**src/rtl/encoder_emulator_pkg.sv**
```systemverilog
// Shared widths and reset values for the encoder emulation block.
package encoder_emulator_pkg;
	localparam int POS_W = 16;
	localparam int PPR_W = 16;
	localparam logic [15:0] PPR_RESET = 16'h0400;
	localparam logic [15:0] SHIFT_RESET = 16'h0001;
	localparam logic [15:0] SHIFT_MIN = 16'h0001;
	localparam logic DIR_RESET = 1'b0;
	typedef enum {
		IDLE,
		STEP
	} step_state_t;
endpackage

```
**src/rtl/quad_step_if.sv**
```systemverilog
// Carries the quarter-step request from the tracker to the quadrature generator.
`timescale 1ns/1ps
interface quad_step_if;
	logic step;
	logic up;
	logic [encoder_emulator_pkg::PPR_W+1:0] count;
	logic [encoder_emulator_pkg::PPR_W+1:0] marker_count;
	modport src (output step, output up, output count, output marker_count);
	modport dst (input step, input up, input count, input marker_count);
endinterface

```
**src/rtl/quad_gen.sv**
```systemverilog
// Quadrature pattern generator driven by quarter-period steps.
`timescale 1ns/1ps
module quad_gen (
	// Clock and reset
	input  wire logic        clk,
	input  wire logic        rst,
	// Step requests and phase direction
	quad_step_if.dst         stp,
	input  wire logic        phase_direction,
	// Channels
	output logic             ch_a,
	output logic             ch_b,
	output logic             marker
);
	logic [1:0] phase;
	logic [1:0] next_phase;
	logic       a_raw;
	logic       b_raw;
	logic       next_marker;

	assign next_phase = stp.up ? phase + 2'h1 : phase - 2'h1;
	// Phases 0 to 3 give A,B as 00,10,11,01: A rises first when counting up.
	assign a_raw = next_phase[1] ^ next_phase[0];
	assign b_raw = next_phase[1];
	// Marker is one quarter wide, on the programmed count of the turn.
	assign next_marker = (stp.count == stp.marker_count);

	always_ff @(posedge clk or posedge rst) begin
		if (rst) begin
			phase <= 2'h0;
			ch_a <= 1'b0;
			ch_b <= 1'b0;
			marker <= 1'b0;
		end else if (stp.step) begin
			phase <= next_phase;
			ch_a <= phase_direction ? b_raw : a_raw;
			ch_b <= phase_direction ? a_raw : b_raw;
			marker <= next_marker;
		end
	end
endmodule

```
**src/rtl/incremental_encoder_emulator.sv**
```systemverilog
// Top of the encoder emulator: position tracking, checks and differential outputs.
`timescale 1ns/1ps
// Functional notes
// The block outputs quadrature A and B, the marker, and each complement, from the feedback.
// The operator sets pulses per revolution before the motor starts, not while running.
// With square-wave feedback a pulse setting unlike the feedback resolution raises a fault.
// The capture command makes the present shaft angle the marker position.
// Marker shift runs from 1 to the pulse setting and moves the marker that many pulses; the code moves it one pulse fewer.
// A marker shift above the pulse setting raises the marker position fault.
// Direction 0 and clockwise rotation make A lead B by a quarter period.
// Direction 1 and clockwise rotation make B lead A.
// Counterclockwise rotation swaps the lead of A and B for either direction.
// A and B give exactly the programmed periods per turn and one marker per turn.
module incremental_encoder_emulator (
	// Clock and reset
	input  wire logic        clk,
	input  wire logic        rst,
	// Motor feedback: angle over the full turn, 0 to 2^16-1, clockwise increasing
	input  wire logic [15:0] feedback_position,
	input  wire logic        feedback_is_square,
	input  wire logic [15:0] feedback_resolution,
	// Settings
	input  wire logic [15:0] emul_pulses_per_rev,
	input  wire logic [15:0] emul_marker_shift,
	input  wire logic        emul_phase_direction,
	input  wire logic        marker_capture_command,
	// Differential encoder outputs
	output logic             enc_a,
	output logic             enc_a_n,
	output logic             enc_b,
	output logic             enc_b_n,
	output logic             reference_marker,
	output logic             reference_marker_n,
	// Faults
	output logic             marker_position_error,
	output logic             pulse_count_mismatch_error
);
	localparam int CW = encoder_emulator_pkg::PPR_W + 2;

	//////////////////////////////////////////////////////////////////////////////
	// Input synchronisers.
	// Every setting passes two flops. A word caught mid-change is off for one cycle only,
	// which is harmless because settings are expected to change with the motor at rest.
	logic [15:0] pos_s1;
	logic [15:0] pos_s2;
	logic        cap_s1;
	logic        cap_s2;
	logic        cap_d;
	logic        sq_s1;
	logic        sq_s2;
	logic [15:0] res_s1;
	logic [15:0] res_s2;
	logic [15:0] ppr_s1;
	logic [15:0] ppr_s2;
	logic [15:0] shf_s1;
	logic [15:0] shf_s2;
	logic        dir_s1;
	logic        dir_s2;

	always_ff @(posedge clk or posedge rst) begin
		if (rst) begin
			pos_s1 <= 16'h0000;
			pos_s2 <= 16'h0000;
			cap_s1 <= 1'b0;
			cap_s2 <= 1'b0;
			cap_d <= 1'b0;
			sq_s1 <= 1'b0;
			sq_s2 <= 1'b0;
			res_s1 <= 16'h0000;
			res_s2 <= 16'h0000;
			ppr_s1 <= encoder_emulator_pkg::PPR_RESET;
			ppr_s2 <= encoder_emulator_pkg::PPR_RESET;
			shf_s1 <= encoder_emulator_pkg::SHIFT_RESET;
			shf_s2 <= encoder_emulator_pkg::SHIFT_RESET;
			dir_s1 <= encoder_emulator_pkg::DIR_RESET;
			dir_s2 <= encoder_emulator_pkg::DIR_RESET;
		end else begin
			pos_s1 <= feedback_position;
			pos_s2 <= pos_s1;
			cap_s1 <= marker_capture_command;
			cap_s2 <= cap_s1;
			cap_d <= cap_s2;
			sq_s1 <= feedback_is_square;
			sq_s2 <= sq_s1;
			res_s1 <= feedback_resolution;
			res_s2 <= res_s1;
			ppr_s1 <= emul_pulses_per_rev;
			ppr_s2 <= ppr_s1;
			shf_s1 <= emul_marker_shift;
			shf_s2 <= shf_s1;
			dir_s1 <= emul_phase_direction;
			dir_s2 <= dir_s1;
		end
	end

	//////////////////////////////////////////////////////////////////////////////
	// Target edge count: angle * 4 * ppr / 2^16, in quarter periods per turn.
	// The product needs 34 bits; its upper 18 bits are the whole quarters.
	function automatic logic [CW-1:0] quarters(input logic [15:0] ang, input logic [15:0] ppr);
		logic [33:0] prod;
		prod = {18'h00000, ang} * {16'h0000, ppr, 2'h0};
		return prod[CW+15:16];
	endfunction

	// One quarter forward or back, wrapping at the ends of the turn.
	function automatic logic [CW-1:0] step_once(input logic [CW-1:0] cur,
		input logic [CW-1:0] turn, input logic up);
		logic [CW-1:0] last;
		last = turn - 1'b1;
		if (up)
			return (cur >= last) ? '0 : cur + 1'b1;
		else
			return (cur == '0) ? last : cur - 1'b1;
	endfunction

	logic [CW-1:0] edges_per_turn;
	logic [CW-1:0] target;
	logic [CW-1:0] count;
	logic [CW-1:0] origin;
	logic [CW-1:0] marker_count;
	logic [CW-1:0] shift_edges;
	logic [CW-1:0] sum_marker;
	logic          need_up;
	logic          need_down;
	logic          moving;
	logic          shift_too_big;
	logic          count_mismatch;
	logic          capture_pulse;
	encoder_emulator_pkg::step_state_t state;
	encoder_emulator_pkg::step_state_t next_state;

	assign edges_per_turn = {ppr_s2, 2'h0};
	assign target = quarters(pos_s2, ppr_s2);
	assign capture_pulse = cap_s2 & ~cap_d;
	// Shift of N pulses places the marker (N-1)*4 quarters past the origin.
	assign shift_edges = {shf_s2 - encoder_emulator_pkg::SHIFT_MIN, 2'h0};
	assign sum_marker = origin + shift_edges;
	// One subtraction wraps any legal shift. A shift far above the pulse count can land
	// outside the turn, and then no marker is issued; the position fault flags that case.
	assign marker_count = (sum_marker >= edges_per_turn) ?
		sum_marker - edges_per_turn : sum_marker;
	// The count follows the target one quarter at a time, taking the short way round.
	// A step takes two cycles, so positions moving faster than one quarter per 200 ns
	// leave the outputs trailing until the shaft slows down.
	assign need_up = (target != count) &&
		((target > count) ? (target - count) <= (edges_per_turn >> 1)
			: (count - target) > (edges_per_turn >> 1));
	assign need_down = (target != count) && !need_up;
	assign moving = need_up || need_down;

	quad_step_if stp ();
	assign stp.up = need_up;
	assign stp.step = (state == encoder_emulator_pkg::STEP);
	assign stp.count = step_once(count, edges_per_turn, need_up);
	assign stp.marker_count = marker_count;

	//////////////////////////////////////////////////////////////////////////////
	// Step sequencer: one quarter step, then one idle cycle so the way is judged anew.
	always_comb begin
		case (state)
			encoder_emulator_pkg::IDLE: next_state =
				moving ? encoder_emulator_pkg::STEP : encoder_emulator_pkg::IDLE;
			encoder_emulator_pkg::STEP: next_state = encoder_emulator_pkg::IDLE;
			default: next_state = encoder_emulator_pkg::IDLE;
		endcase
	end

	always_ff @(posedge clk or posedge rst) begin
		if (rst) begin
			state <= encoder_emulator_pkg::IDLE;
			count <= '0;
			origin <= '0;
		end else begin
			state <= next_state;
			if (stp.step)
				count <= stp.count;
			// The count, not the raw angle, is taken so the marker falls on a whole quarter.
			if (capture_pulse)
				origin <= count;
		end
	end

	//////////////////////////////////////////////////////////////////////////////
	// Setting faults. They follow the settings and are not latched.
	assign shift_too_big = shf_s2 > ppr_s2;
	assign count_mismatch = sq_s2 && (ppr_s2 != res_s2);

	//////////////////////////////////////////////////////////////////////////////
	// Quadrature generator and outputs.
	logic qa;
	logic qb;
	logic qm;

	quad_gen gen (
		.clk             (clk),
		.rst             (rst),
		.stp             (stp),
		.phase_direction (dir_s2),
		.ch_a            (qa),
		.ch_b            (qb),
		.marker          (qm)
	);

	// A second register stage keeps every pin glitch-free and switches each line
	// together with its complement on the same edge.
	always_ff @(posedge clk or posedge rst) begin
		if (rst) begin
			enc_a <= 1'b0;
			enc_a_n <= 1'b1;
			enc_b <= 1'b0;
			enc_b_n <= 1'b1;
			reference_marker <= 1'b0;
			reference_marker_n <= 1'b1;
			marker_position_error <= 1'b0;
			pulse_count_mismatch_error <= 1'b0;
		end else begin
			enc_a <= qa;
			enc_a_n <= ~qa;
			enc_b <= qb;
			enc_b_n <= ~qb;
			reference_marker <= qm;
			reference_marker_n <= ~qm;
			marker_position_error <= shift_too_big;
			pulse_count_mismatch_error <= count_mismatch;
		end
	end
endmodule

```
**config.mk**
```make
export PLATFORM = sky130hd
export DESIGN_NAME = incremental_encoder_emulator
export DESIGN_NICKNAME = d
export VERILOG_FILES = /design/src/rtl/encoder_emulator_pkg.sv /design/src/rtl/quad_step_if.sv /design/src/rtl/quad_gen.sv /design/src/rtl/incremental_encoder_emulator.sv
export SDC_FILE = /design/constraint.sdc
export NUM_CORES = 1
export LEC_CHECK = 0
export BUFFER_PORTS_ARGS = -buffer_cell sky130_fd_sc_hd__buf_4
export CAP_MARGIN = 10
export CORE_ASPECT_RATIO = 1.2
export CORE_MARGIN = 3
export CORE_UTILIZATION = 28
export CTS_CLUSTER_SIZE = 12
export DETAILED_ROUTE_END_ITERATION = 12
export SLEW_MARGIN = 5
export SYNTH_ARGS = -nofsm -noshare
export SYNTH_HDL_FRONTEND = slang
export SYNTH_SLANG_ARGS = --single-unit
export TNS_END_PERCENT = 100
```
**constraint.sdc**
```tcl
create_clock -name clk -period 14.74 [get_ports clk]
set_input_delay 1.474 -clock clk [delete_from_list [all_inputs] [get_ports clk]]
set_output_delay 1.474 -clock clk [all_outputs]
set_load 0.01 [all_outputs]
```
==> PnR_summary.wiki <==
{| class="wikitable"
! Metric !! Value
|-
| Slew at the pin with the worst max-slew slack || 1.157 ns
|-
| Placeable core region || 70160 um^2
|-
| Maximum Capacitance Violations || 0
|-
| Count of hold buffers inserted by post-cts repair || 0
|-
| Most frequent cells in the layout || 298 x sky130_fd_sc_hd__inv_1, 248 x sky130_fd_sc_hd__nand2_1, 235 x sky130_fd_sc_hd__ha_1, 197 x sky130_fd_sc_hd__fa_1, 178 x sky130_fd_sc_hd__dfrtp_1
|-
| Netlist Area Pre-Place || 19980 um^2
|-
| DIE WIDTH || 249.8 um
|-
| Kind of cell with the highest combined delay on the critical path || adder cells
|-
| Final core occ || 31.51%
|-
| Period utilization || 82.14%
|-
| Cell depth of the worst min-delay path || 0
|-
| Synthesis Warnings || 0
|-
| Critical path's largest stage delay || 1.00 ns
|-
| Clock period minus worst slack || 12.11 ns
|-
| Number of DRC violations after detailed-routing iteration 0 || 927
|-
| Post-CTS Resized || 0
|-
| Final standard cell count with taps included and fillers excluded || 3127
|-
| Source-to-sink clock delay at the later pin of the worst-skew pair || 0.48 ns
|-
| Antenna Violating Nets Remaining || 0
|-
| Start point of the worst hold path || pos_s1[13]
|-
| Global placer's final weighted congestion || 0.9664
|-
| Storage cell area || 4638 um^2
|-
| Endpoint of the worst register-to-register path || gen.marker
|-
| Post-route setup TNS || 0 ns
|-
| Clock Sink Count || 185
|-
| Largest net degree at the start of global routing || 129
|-
| Number of buffers inserted by post-CTS setup repair || 0
|-
| Average wire length per cell after detail routing || 18.33 um
|-
| Number of flops mapped to enable cells by yosys || 0
|-
| Cell at the root of the clock tree || sky130_fd_sc_hd__clkbuf_16
|-
| Ratio of routed vias to standard cells || 4.963
|-
| Status || finished, final reports clean
|-
| Commonest non-fill, non-tap cell in the layout || sky130_fd_sc_hd__inv_1
|-
| Type of element launching the critical path || register
|-
| CTS clock-pin slew for the worst setup and hold paths || 0.09 ns
|-
| Total length of routed wires || 57310 um
|-
| Detailed-router iteration count before antenna repair || 5
|-
| Worst Setup End Kind || register
|-
| Area Overhead vs Synth || 10.68%
|-
| Standard-cell row count || 106
|-
| Post-Synthesis Mean Instance Area || 9.180 um^2
|-
| Post-synthesis cell type count || 75
|-
| Number of instances in the synthesized netlist || 2176
|-
| Number of buffer and inverter instances along the worst setup path || 4
|-
| Fraction of synthesis flops using an asynchronous set or reset pin || 100.0%
|-
| Number of synthesized register bits || 185
|-
| Total via count after detailed routing || 15520
|-
| Wire length of the first global-routing pass || 90980 um
|-
| Via count of the first global-routing pass || 16020
|-
| Hold/Removal Path Class || register to register
|-
| Worst setup path start || ppr_s2[2]
|-
| Required time worst endpoint || 15.16 ns
|-
| Upper clock frequency limit || 82.60 MHz
|-
| Most frequently used flop master after synthesis || sky130_fd_sc_hd__dfrtp_1
|-
| Terminating pin of the worst hold path || pos_s2[13]
|-
| Num CTS Buffers || 17
|-
| Die outline area || 74600 um^2
|-
| Syn Nets || 2677
|-
| Setup repair after global routing missed its margin || no
|-
| Worst-case clock skew || 0.02086 ns
|-
| Slew Limit Headroom || 22.16%
|-
| I/O Pins || 77
|-
| Number of fill cells || 7253
|-
| Final setup violation count || 0
|-
| Number of max-slew violations in the final report || 0
|-
| CP max stage cell || sky130_fd_sc_hd__dfrtp_1
|-
| R2R depth || 41
|-
| Aggregate global routing overflow || 0
|-
| Maximum fanout count along the critical path || 22
|-
| Net count reported at finish || 2697
|-
| Number of antenna violations at the first check in global routing || 3
|-
| Type of the setup path with the least slack || register to register
|-
| Fraction of layout instances using a drive strength above 1 || 7.198%
|-
| Die height || 298.6 um
|-
| Reg-to-reg critical path startpoint || ppr_s2[2]
|-
| Sequential fraction of the synthesis area || 23.22%
|-
| Post-Place Cells || 3095
|-
| Reg2Reg Setup Slack || 2.63 ns
|-
| Critical Path AT || 12.53 ns
|-
| TritonCTS clock tree || built
|-
| Initial core utilization || 28.47%
|-
| HPWL reported at the end of detailed placement || 44390 um
|-
| Maximum buffer depth of the clock tree || 2
|-
| Endpoints failing hold || 0
|-
| Multi-input gate area || 13840 um^2
|-
| Post-route DRC violation count || 0
|-
| CTS HTree Levels || 4
|-
| GR Util All Layers || 15.62%
|-
| Most common cell on crit path || sky130_fd_sc_hd__fa_1
|-
| Port Buf Inserts || 76
|-
| Count of inserted antenna diode cells || 0
|}
-- metal layers --
layer	vias up	wire [um]	global-route usage, %
met5	-	27	0
met3	119	3114	2.420
met4	4	2425	6.799
met1	7703	23230	18.97
li1	7211	-	-
met2	481	28520	27.33
-- Yosys cell counts, types with 5 or more instances --
cell type,instances,area [um^2]
sky130_fd_sc_hd__a211oi_1,9,67.56
sky130_fd_sc_hd__a21o_1,26,195.2
sky130_fd_sc_hd__a21oi_1,105,525.5
sky130_fd_sc_hd__a22o_1,7,61.31
sky130_fd_sc_hd__a31oi_1,11,68.82
sky130_fd_sc_hd__and2_1,102,638.1
sky130_fd_sc_hd__and3_1,14,87.58
sky130_fd_sc_hd__and4_1,6,52.55
sky130_fd_sc_hd__buf_1,7,26.28
sky130_fd_sc_hd__buf_2,11,55.05
sky130_fd_sc_hd__clkbuf_1,70,262.8
sky130_fd_sc_hd__dfrtp_1,178,4454
sky130_fd_sc_hd__dfstp_2,7,183.9
sky130_fd_sc_hd__fa_1,197,3944
sky130_fd_sc_hd__ha_1,235,2940
sky130_fd_sc_hd__inv_1,299,1122
sky130_fd_sc_hd__mux2_2,7,78.83
sky130_fd_sc_hd__mux2i_1,9,90.09
sky130_fd_sc_hd__nand2_1,248,930.9
sky130_fd_sc_hd__nand2b_1,11,68.82
sky130_fd_sc_hd__nand3_1,39,195.2
sky130_fd_sc_hd__nand4_1,26,162.7
sky130_fd_sc_hd__nor2_1,74,277.8
sky130_fd_sc_hd__nor2b_1,19,118.9
sky130_fd_sc_hd__nor3_1,43,215.2
sky130_fd_sc_hd__nor4_1,20,125.1
sky130_fd_sc_hd__o211ai_1,9,67.56
sky130_fd_sc_hd__o21a_1,18,135.1
sky130_fd_sc_hd__o21ai_0,87,435.4
sky130_fd_sc_hd__o21bai_1,8,60.06
sky130_fd_sc_hd__o22ai_1,8,50.05
sky130_fd_sc_hd__o31a_1,8,70.07
sky130_fd_sc_hd__o31ai_1,9,67.56
sky130_fd_sc_hd__or2_2,9,56.30
sky130_fd_sc_hd__or3_1,14,87.58
sky130_fd_sc_hd__or4_1,5,37.54
sky130_fd_sc_hd__xnor2_1,108,945.9
sky130_fd_sc_hd__xor2_1,43,376.6
-- flip-flops by register name (all words and copies together), names as in the netlist, 2 cells and up --
signal / cells
count: 18
origin: 18
pos_s1: 16
pos_s2: 16
ppr_s1: 16
ppr_s2: 16
res_s1: 16
res_s2: 16
shf_s1: 16
shf_s2: 16
gen.phase: 2
-- final cells by class --
class / count / share of cell area, %
clock inverter: 15 / 1.019
multi-input combinational: 1598 / 62.62
timing repair buffer: 91 / 3.090
tap: 918 / 5.195
inverter: 303 / 5.178
sequential: 185 / 20.98
clock buffer: 17 / 1.924
-- worst register-to-register path, delay by kind of cell, from the launching register on --
kind | cells | cell delay, ns
compound gates | 15 | 4.11
buf+inv | 4 | 0.37
xor+xnor | 2 | 0.30
simple gates | 11 | 2.09
flops | 1 | 1.00
fa+ha+maj | 9 | 4.18
-- how the worst max path moves through the flow --
stage | endpoint | slack [ns] | cells past startpoint
6_report | gen.marker | 2.63 | 41
2_1_floorplan | gen.marker | 4.19 | 47
3_5_place_dp | gen.marker | 2.82 | 41
4_1_cts | gen.marker | 2.78 | 41
3_3_place_gp | gen.marker | 2.93 | 40
5_1_grt | gen.marker | 1.96 | 41
-- kinds of logic after synthesis --
group,synth area share (%)
simple gates,15.86
fa+ha+maj,34.46
buf+inv,7.510
compound gates,11.29
flops,23.22
xor+xnor,6.620
mux,1.033
-- through the flow --
stage / hold WS [ns] / worst slack (ns) / instance area, um^2
floorplan: 0.3312 / 4.190 / 19980
global placement: 0.3320 / 2.929 / 21460
detailed placement: 0.3347 / 2.825 / 21460
CTS: 0.3362 / 2.784 / 22110
global route: 0.3504 / 1.959 / 22110
finish: 0.3386 / 2.633 / 22110
Power is not shown: default switching activity piles up to over one toggle a cycle in this logic, so the estimate is an artifact.
